===== src/hdl/irq_pkg.sv =====
/*
 * Constants for the core interrupt enable and flag block: APB offsets,
 * bit positions inside the control and status registers, reset values.
 * Assumes a 32-bit APB with one aligned word per register.
 */
package irq_pkg;
    localparam int ADDR_W = 12;
    localparam int DATA_W = 32;

    // Register byte offsets
    localparam logic [11:0] OFS_CTRL = 12'h000;
    localparam logic [11:0] OFS_PERIPH_EN = 12'h004;
    localparam logic [11:0] OFS_OPT = 12'h008;
    localparam logic [11:0] OFS_PCHG = 12'h00C;
    localparam logic [11:0] OFS_STAT = 12'h010;
    localparam logic [11:0] OFS_MASK = 12'h014;

    // Interrupt control bits
    localparam int MASTER_IRQ_GATE = 7;
    localparam int PERIPH_IRQ_GATE = 6;
    localparam int TIMER_OVF_EN = 5;
    localparam int EXT_PIN_IRQ_EN = 4;
    localparam int PORT_CHANGE_EN = 3;
    localparam int TIMER_OVF_FLAG = 2;
    localparam int EXT_PIN_IRQ_FLAG = 1;
    localparam int PORT_CHANGE_FLAG = 0;

    // Option register bit
    localparam int EXT_EDGE_SELECT = 0;

    // Event status bits
    localparam int EV_W = 4;
    localparam int EV_PORT = 0;
    localparam int EV_EXT = 1;
    localparam int EV_TIMER = 2;
    localparam int EV_VECTOR = 3;

    localparam logic [7:0] CTRL_RESET = 8'h00;
    localparam logic [7:0] PERIPH_EN_RESET = 8'h00;
    localparam logic [7:0] PCHG_RESET = 8'h00;
    localparam logic [3:0] EV_RESET = 4'h0;
    localparam logic [12:0] VECTOR_ADDR = 13'h0004;
    localparam logic [12:0] VECTOR_RESET = 13'h0000;
endpackage


===== src/hdl/core_interrupt_enable_flags.sv =====
/*
 * Interrupt control register, first peripheral enable register, edge
 * and pin-change detection, request to the core and an APB slave.
 * Assumes all inputs synchronous to pclk; event inputs are pulses.
 */
// Register access over APB and the register offsets were left to the implementer.
// Summary of operation
// - Master gate set passes unmasked requests; clear blocks every request on irq_request, but irq is not gated.
// - Peripheral gate must be set for peripheral-enabled requests to pass.
// - Flags set on their event regardless of enables or master gate.
// - Timer rollover sets timer flag bit 2; enable bit 5 gates it.
// - Valid external pin edge sets flag bit 1; enable bit 4 gates it.
// - Any enabled port pin change sets flag bit 0; enable bit 3.
// - Port change needs the per-pin change enable bit set.
// - Control register fully read/write; resets to zero here.
// - Peripheral enable register: eight read/write bits resetting to zero.
// - Taken interrupt clears master gate and presents vector 0004h.
// - Edge select set means rising edge, clear means falling edge.
// - Reset leaves every interrupt disabled.
module core_interrupt_enable_flags #(
    parameter int PORT_WIDTH = 8
) (
    input wire logic pclk,
    input wire logic presetn,
    input wire logic psel,
    input wire logic penable,
    input wire logic pwrite,
    input wire logic [irq_pkg::ADDR_W-1:0] paddr,
    input wire logic [irq_pkg::DATA_W-1:0] pwdata,
    input wire logic [3:0] pstrb,
    output logic [irq_pkg::DATA_W-1:0] prdata,
    output logic pready,
    output logic pslverr,
    input wire logic timer_rollover,
    input wire logic ext_pin,
    input wire logic [PORT_WIDTH-1:0] port_pins,
    input wire logic [7:0] periph_flags,
    input wire logic irq_taken,
    input wire logic irq_return,
    output logic irq_request,
    output logic [12:0] vector_addr,
    output logic irq
);

    if (PORT_WIDTH < 1 || PORT_WIDTH > 8) begin : g_check
        $error("PORT_WIDTH must be 1 to 8");
    end

    typedef struct packed {
        logic [7:0] ctrl;
        logic [7:0] periph_en;
        logic edge_sel;
        logic [7:0] pchg;
        logic [irq_pkg::EV_W-1:0] status;
        logic [irq_pkg::EV_W-1:0] mask;
        logic [PORT_WIDTH-1:0] pin_prev;
        logic ext_prev;
        logic primed;
        logic [irq_pkg::DATA_W-1:0] rdata;
        logic [12:0] vector;
    } state_type;

    state_type state_reg;
    state_type state_next;

    function automatic logic addr_hit(input logic [irq_pkg::ADDR_W-1:0] a);
        unique case (a)
            irq_pkg::OFS_CTRL, irq_pkg::OFS_PERIPH_EN, irq_pkg::OFS_OPT,
            irq_pkg::OFS_PCHG, irq_pkg::OFS_STAT, irq_pkg::OFS_MASK: addr_hit = 1'b1;
            default: addr_hit = 1'b0;
        endcase
    endfunction

    function automatic logic [31:0] read_word(input logic [irq_pkg::ADDR_W-1:0] a,
                                              input state_type s);
        read_word = '0;
        unique case (a)
            irq_pkg::OFS_CTRL: read_word[7:0] = s.ctrl;
            irq_pkg::OFS_PERIPH_EN: read_word[7:0] = s.periph_en;
            irq_pkg::OFS_OPT: read_word[irq_pkg::EXT_EDGE_SELECT] = s.edge_sel;
            irq_pkg::OFS_PCHG: read_word[7:0] = s.pchg;
            irq_pkg::OFS_STAT: read_word[irq_pkg::EV_W-1:0] = s.status;
            irq_pkg::OFS_MASK: read_word[irq_pkg::EV_W-1:0] = s.mask;
            default: read_word = '0;
        endcase
    endfunction

    logic wr_en;
    logic rd_setup;
    logic ctrl_wr;
    logic [7:0] pin_enable;
    logic port_change;
    logic ext_edge;
    logic core_pairs;
    logic periph_pairs;
    logic [irq_pkg::EV_W-1:0] events;

    // Low byte lane carries every register; other lanes are ignored
    assign wr_en = psel && penable && pwrite && pstrb[0] && addr_hit(paddr);
    assign rd_setup = psel && !penable && !pwrite;
    assign ctrl_wr = wr_en && paddr == irq_pkg::OFS_CTRL;

    // Zero wait states: read data was captured in the setup cycle
    assign pready = 1'b1;
    assign pslverr = psel && penable && !addr_hit(paddr);
    assign prdata = state_reg.rdata;

    always_comb begin
        pin_enable = '0;
        pin_enable[PORT_WIDTH-1:0] = state_reg.pchg[PORT_WIDTH-1:0];
    end

    // Edge detectors wait one cycle after reset so pins at rest do not fire
    assign port_change = state_reg.primed
        && |((port_pins ^ state_reg.pin_prev) & pin_enable[PORT_WIDTH-1:0]);
    assign ext_edge = state_reg.primed && (state_reg.edge_sel
        ? (ext_pin && !state_reg.ext_prev)
        : (!ext_pin && state_reg.ext_prev));

    assign events = {irq_taken, timer_rollover, ext_edge, port_change};

    assign core_pairs =
        (state_reg.ctrl[irq_pkg::TIMER_OVF_EN] && state_reg.ctrl[irq_pkg::TIMER_OVF_FLAG])
        || (state_reg.ctrl[irq_pkg::EXT_PIN_IRQ_EN]
            && state_reg.ctrl[irq_pkg::EXT_PIN_IRQ_FLAG])
        || (state_reg.ctrl[irq_pkg::PORT_CHANGE_EN]
            && state_reg.ctrl[irq_pkg::PORT_CHANGE_FLAG]);
    assign periph_pairs = state_reg.ctrl[irq_pkg::PERIPH_IRQ_GATE]
        && |(state_reg.periph_en & periph_flags);
    assign irq_request = state_reg.ctrl[irq_pkg::MASTER_IRQ_GATE]
        && (core_pairs || periph_pairs);
    assign irq = |(state_reg.status & state_reg.mask);
    assign vector_addr = state_reg.vector;

    always_comb begin
        state_next = state_reg;
        state_next.primed = 1'b1;
        state_next.pin_prev = port_pins;
        state_next.ext_prev = ext_pin;
        if (rd_setup) begin
            state_next.rdata = read_word(paddr, state_reg);
        end
        if (wr_en) begin
            unique case (paddr)
                irq_pkg::OFS_CTRL: state_next.ctrl = pwdata[7:0];
                irq_pkg::OFS_PERIPH_EN: state_next.periph_en = pwdata[7:0];
                irq_pkg::OFS_OPT: state_next.edge_sel = pwdata[irq_pkg::EXT_EDGE_SELECT];
                irq_pkg::OFS_PCHG: state_next.pchg = pwdata[7:0];
                irq_pkg::OFS_STAT: state_next.status = state_reg.status
                    & ~pwdata[irq_pkg::EV_W-1:0];
                irq_pkg::OFS_MASK: state_next.mask = pwdata[irq_pkg::EV_W-1:0];
                default: state_next.mask = state_reg.mask;
            endcase
        end
        // Hardware sets after software writes, so an event never gets lost
        if (timer_rollover) begin
            state_next.ctrl[irq_pkg::TIMER_OVF_FLAG] = 1'b1;
        end
        if (ext_edge) begin
            state_next.ctrl[irq_pkg::EXT_PIN_IRQ_FLAG] = 1'b1;
        end
        if (port_change) begin
            state_next.ctrl[irq_pkg::PORT_CHANGE_FLAG] = 1'b1;
        end
        if (irq_return) begin
            state_next.ctrl[irq_pkg::MASTER_IRQ_GATE] = 1'b1;
        end
        // Taking the vector wins over a simultaneous return or write
        if (irq_taken) begin
            state_next.ctrl[irq_pkg::MASTER_IRQ_GATE] = 1'b0;
            state_next.vector = irq_pkg::VECTOR_ADDR;
        end
        state_next.status = state_next.status | events;
    end

    always_ff @(posedge pclk or negedge presetn) begin
        if (!presetn) begin
            state_reg.ctrl <= irq_pkg::CTRL_RESET;
            state_reg.periph_en <= irq_pkg::PERIPH_EN_RESET;
            state_reg.edge_sel <= 1'b1;
            state_reg.pchg <= irq_pkg::PCHG_RESET;
            state_reg.status <= irq_pkg::EV_RESET;
            state_reg.mask <= irq_pkg::EV_RESET;
            state_reg.pin_prev <= '0;
            state_reg.ext_prev <= 1'b0;
            state_reg.primed <= 1'b0;
            state_reg.rdata <= '0;
            state_reg.vector <= irq_pkg::VECTOR_RESET;
        end else begin
            state_reg <= state_next;
        end
    end

    logic master_gate;
    logic no_hw;
    assign master_gate = state_reg.ctrl[irq_pkg::MASTER_IRQ_GATE];
    assign no_hw = !timer_rollover && !ext_edge && !port_change && !irq_taken && !irq_return;
endmodule


===== config.mk =====
export PLATFORM = sky130hd
export DESIGN_NAME = core_interrupt_enable_flags
export DESIGN_NICKNAME = d
export VERILOG_FILES = /design/src/hdl/irq_pkg.sv /design/src/hdl/core_interrupt_enable_flags.sv
export SDC_FILE = /design/constraint.sdc
export NUM_CORES = 1
export LEC_CHECK = 0
export ABC_AREA = 1
export BUFFER_PORTS_ARGS = -buffer_cell sky130_fd_sc_hd__buf_2
export CORE_MARGIN = 3
export CORE_UTILIZATION = 45
export CTS_CLUSTER_SIZE = 8
export DETAILED_ROUTE_END_ITERATION = 10
export PLACE_DENSITY = 0.73
export SYNTH_ARGS = -nofsm -noshare
export SYNTH_HDL_FRONTEND = slang
export SYNTH_SLANG_ARGS = --single-unit

===== constraint.sdc =====
create_clock -name pclk -period 1.5 [get_ports pclk]
set_clock_uncertainty 0.1 [all_clocks]
set_input_delay 0.15 -clock pclk [delete_from_list [all_inputs] [get_ports pclk]]
set_output_delay 0.15 -clock pclk [all_outputs]
set_load 0.1 [all_outputs]

==> results list <==
- The run finished, with violations left.
- Leading post-synthesis cells by instance count: 134 x sky130_fd_sc_hd__nand2_1, 51 x sky130_fd_sc_hd__dfrtp_1, 46 x sky130_fd_sc_hd__buf_4
- For this run, global-route usage on met3 was measured as 3.82%.
- For this run the aggregate overflow at the end of global routing stands at 0.
- Clock latency of the later-clocked register in the worst-skew pair: 0.30 ns
- Worst reg2reg endpoint: state_reg[59]
- The worst setup path is launched from a flip-flop.
- Global-route wire length before repair: 11.3 mm
- Most repeated cell in the gate-level netlist after synthesis: sky130_fd_sc_hd__nand2_1
- DP HPWL: 5.28 mm
- DIE HEIGHT: 88.5 um
* Max VDD drop: 518 uV
- Worst path setup slack after routing: -0.0925 ns
* Cell count after synthesis: 407
- For the worst flop-to-flop path, the logic depth is 8.
- Counting the buffers created by CTS gives 5.
- Endpoint of the worst hold-timing path: pin_enable[3]
- Core outline area: 6460 um2
- After clock tree synthesis, the clock-pin slew on the worst setup and hold paths is 0.10 ns.
- In the routed layout, each cell is associated on average with a via count of 4.73.
* Buffers from clock root to sink, at most: 2
* Area delta synth->final: 20.2%
* Average detailed-routed wire length per instance: 12.1 um
* Violation count after the first detailed-route iteration: 177
- The number of hold-slack violations in the final timing report was 0.
- The first TritonRoute pass finished after 4 iterations.
- The critical path is of the flip-flop to primary output type.
* Number of inserted diodes: 0
- Predominant post-synthesis flop cell: sky130_fd_sc_hd__dfrtp_1
- Detailed-route via count: 2702
- Endpoint kind of the worst setup timing path: primary output
- The completed layout was analyzed and its total power is 3070 uW.
- Final Cycle Share: 106%
- The final layout contains 566 nets.
- Number of buffers inserted by port buffering: 57
* Power density over cell area: 834 nW/um2
- The die covers 7830 um2.
- Setup repair after global routing missed its margin: yes
- Excluding fillers, the count of instances in the completed layout stands at 571.
- Synth area leaders: sky130_fd_sc_hd__dfrtp_1 42%, sky130_fd_sc_hd__nand2_1 16%, sky130_fd_sc_hd__buf_4 11%, sky130_fd_sc_hd__o21ai_0 5.4%, sky130_fd_sc_hd__inv_1 4.5%
- STA puts the critical path data arrival time at 1.34 ns.
- For this run, the register share of the synthesized area comes to 42.6%.
* Largest net degree at the start of global routing: 53
- The worst hold path begins at pwdata[3].
- Final estimated routing congestion in global placement: 0.899
- In the final layout, the share of cells above drive strength 1 is 23.1%.
* Share of the core filled with cells: 57.0%
- Flip-flop count of the largest register after layout: 34
- The initialized floorplan defines 29 standard-cell rows.
- In this run the static leakage power is 0.00201 uW.
- Total Wirelength: 6.91 mm
- TritonCTS built the clock tree.
* Mapped Area: 3060 um2
- Static timing analysis puts the maximum clock frequency at 628 MHz.
* Number of sinks driven by the clock tree: 52
- In this run the critical register-to-register path is launched from pin_enable[3].
- Highest net fanout along the worst path: 3
- The number of max-slew violations in the final report came to 0.
* Filler cell count in the final layout: 583
* Global routing met2 resource utilization: 30.3%
- During I/O placement, the number of pins put on the boundary was 122.
- Global routing consumed, over all layers together, 18.4% of the routing resources.
* Worst Hold Depth: 3
* Die width: 88.5 um
* Fraction of met1 tracks used by global routing: 25.2%
* Async SR Flop Fraction: 100%
- Flop-to-flop setup slack: 0.21 ns
- After synthesis the netlist holds a flip-flop and latch count of 52.
- The count of nets left with antenna violations once routing finished came out at 0.
- Dominant cell type by area after synthesis: sky130_fd_sc_hd__dfrtp_1
- For this run, the number of Yosys warnings is 0.
- The synthesized design contains 0 enable-type register cells.
* Number of cells in the design after placement: 547
- The initial utilization of the core area, before any placement, comes to 47.4%.
* Count of cell types in the netlist: 26
* Critical Path RT: 1.25 ns
* Clock H-tree levels: 2
* Busiest metal layer after global routing: met2
- The number of global-route vias before repair is 2516.
- The tree is rooted in a sky130_fd_sc_hd__clkbuf_8.
- Mean cell area of the mapped netlist: 7.52 um2
- Post-placement setup slack: -0.0925 ns
- Number of DRC violations after detailed routing: 0
- Post-layout minimum cycle time: 1.59 ns
- Portion of synthesized cell area occupied by the leading cell type: 41.7%
- Number of max-cap violations: 0
- The initial antenna violation count was 0.
* Failing checks: setup timing
* Number of setup violations in the final report: 1
* Classification of the worst-slack hold path: input pin to flip-flop
[critical path: stages (launching register included)]
cell	delay, ns
sky130_fd_sc_hd__dfrtp_1	0.41
sky130_fd_sc_hd__nand2_1	0.07
sky130_fd_sc_hd__nand4_1	0.11
sky130_fd_sc_hd__o21ai_2	0.20
sky130_fd_sc_hd__a21boi_4	0.08
sky130_fd_sc_hd__buf_12	0.17
[layout by cell type, fill, tap and decap left out, drive strengths merged]
cell type    Yosys  layout
a21boi           1       1
a21oi           11      11
buf             49      77
clkbuf           0       5
clkinv           1       2
clkinvlp         0       1
conb             2      38
dfrtp           51      51
dfstp            1       1
dlygate4sd3      0      15
inv             41      42
nand2          141     141
nand3           24      24
nand4            6       6
nor2            39      39
nor4             1       1
o21ai           36      36
or2              1       1
xnor2            2       2
[cells by family after synthesis]
| family | after synthesis | share of synthesized area (%) |
|---|---|---|
| AOI/OAI and AO/OA | 48 | 8.18 |
| xor gates and xnor gates | 2 | 0.572 |
| buffers and inverters | 91 | 17.6 |
| DFF | 52 | 42.6 |
| other | 2 | 0.245 |
| and+or+nand+nor | 212 | 30.9 |
[per-stage QoR]
step                instance area (um2)  TNS (ns)  hold WS, ns
global route                       3680    -0.174      0.00655
CTS                                3680   -0.0999      0.00499
global placement                   3420    -0.131       0.0586
finish                             3680   -0.0925       0.0135
floorplan                          3210   -0.0795       -0.246
detailed placement                 3420    -0.931       0.0658
[area by class of cell]
type / instances / area [um2] / area share, %
well taps: 77 / 96.3 / 2.62
clock inverters: 3 / 27.5 / 0.748
flip-flops and latches: 52 / 1300 / 35.4
multi-input cells: 300 / 1380 / 37.6
clock buffers: 5 / 68.8 / 1.87
repair buffers: 92 / 643 / 17.5
inverters: 42 / 159 / 4.32
[report_power, final]
group / internal, uW / switching (uW) / total (uW)
Clock: 344 / 503 / 847
Sequential: 1430 / 13.8 / 1440
Combinational: 131 / 648 / 779
[per-layer routing]
layer / vias up / routed length (um)
met5: - / 0
met3: 12 / 402
met1: 1236 / 3200
met2: 95 / 3210
li1: 1359 / -
met4: 0 / 93
[timing repair]
item,CTS,global route
hold buffers,15,0
pin swaps,3,0
gates resized for setup,3,0
hold endpoints to repair,74,0
setup endpoints to repair,1,1
buffers inserted,1,0
[worst max path at each step]
| stage | startpoint | end | slack [ns] | cells past startpoint |
|---|---|---|---|---|
| floorplan | state_reg[61] | irq | -0.08 | 2 |
| global placement | paddr[9] | pin_enable[5] | -0.02 | 9 |
| detailed placement | paddr[11] | pin_enable[0] | -0.09 | 9 |
| CTS | state_reg[79] | irq_request | -0.1 | 5 |
| global route | state_reg[73] | irq_request | -0.17 | 5 |
| finish | state_reg[79] | irq_request | -0.09 | 5 |
(Power assumes the default switching activity.)
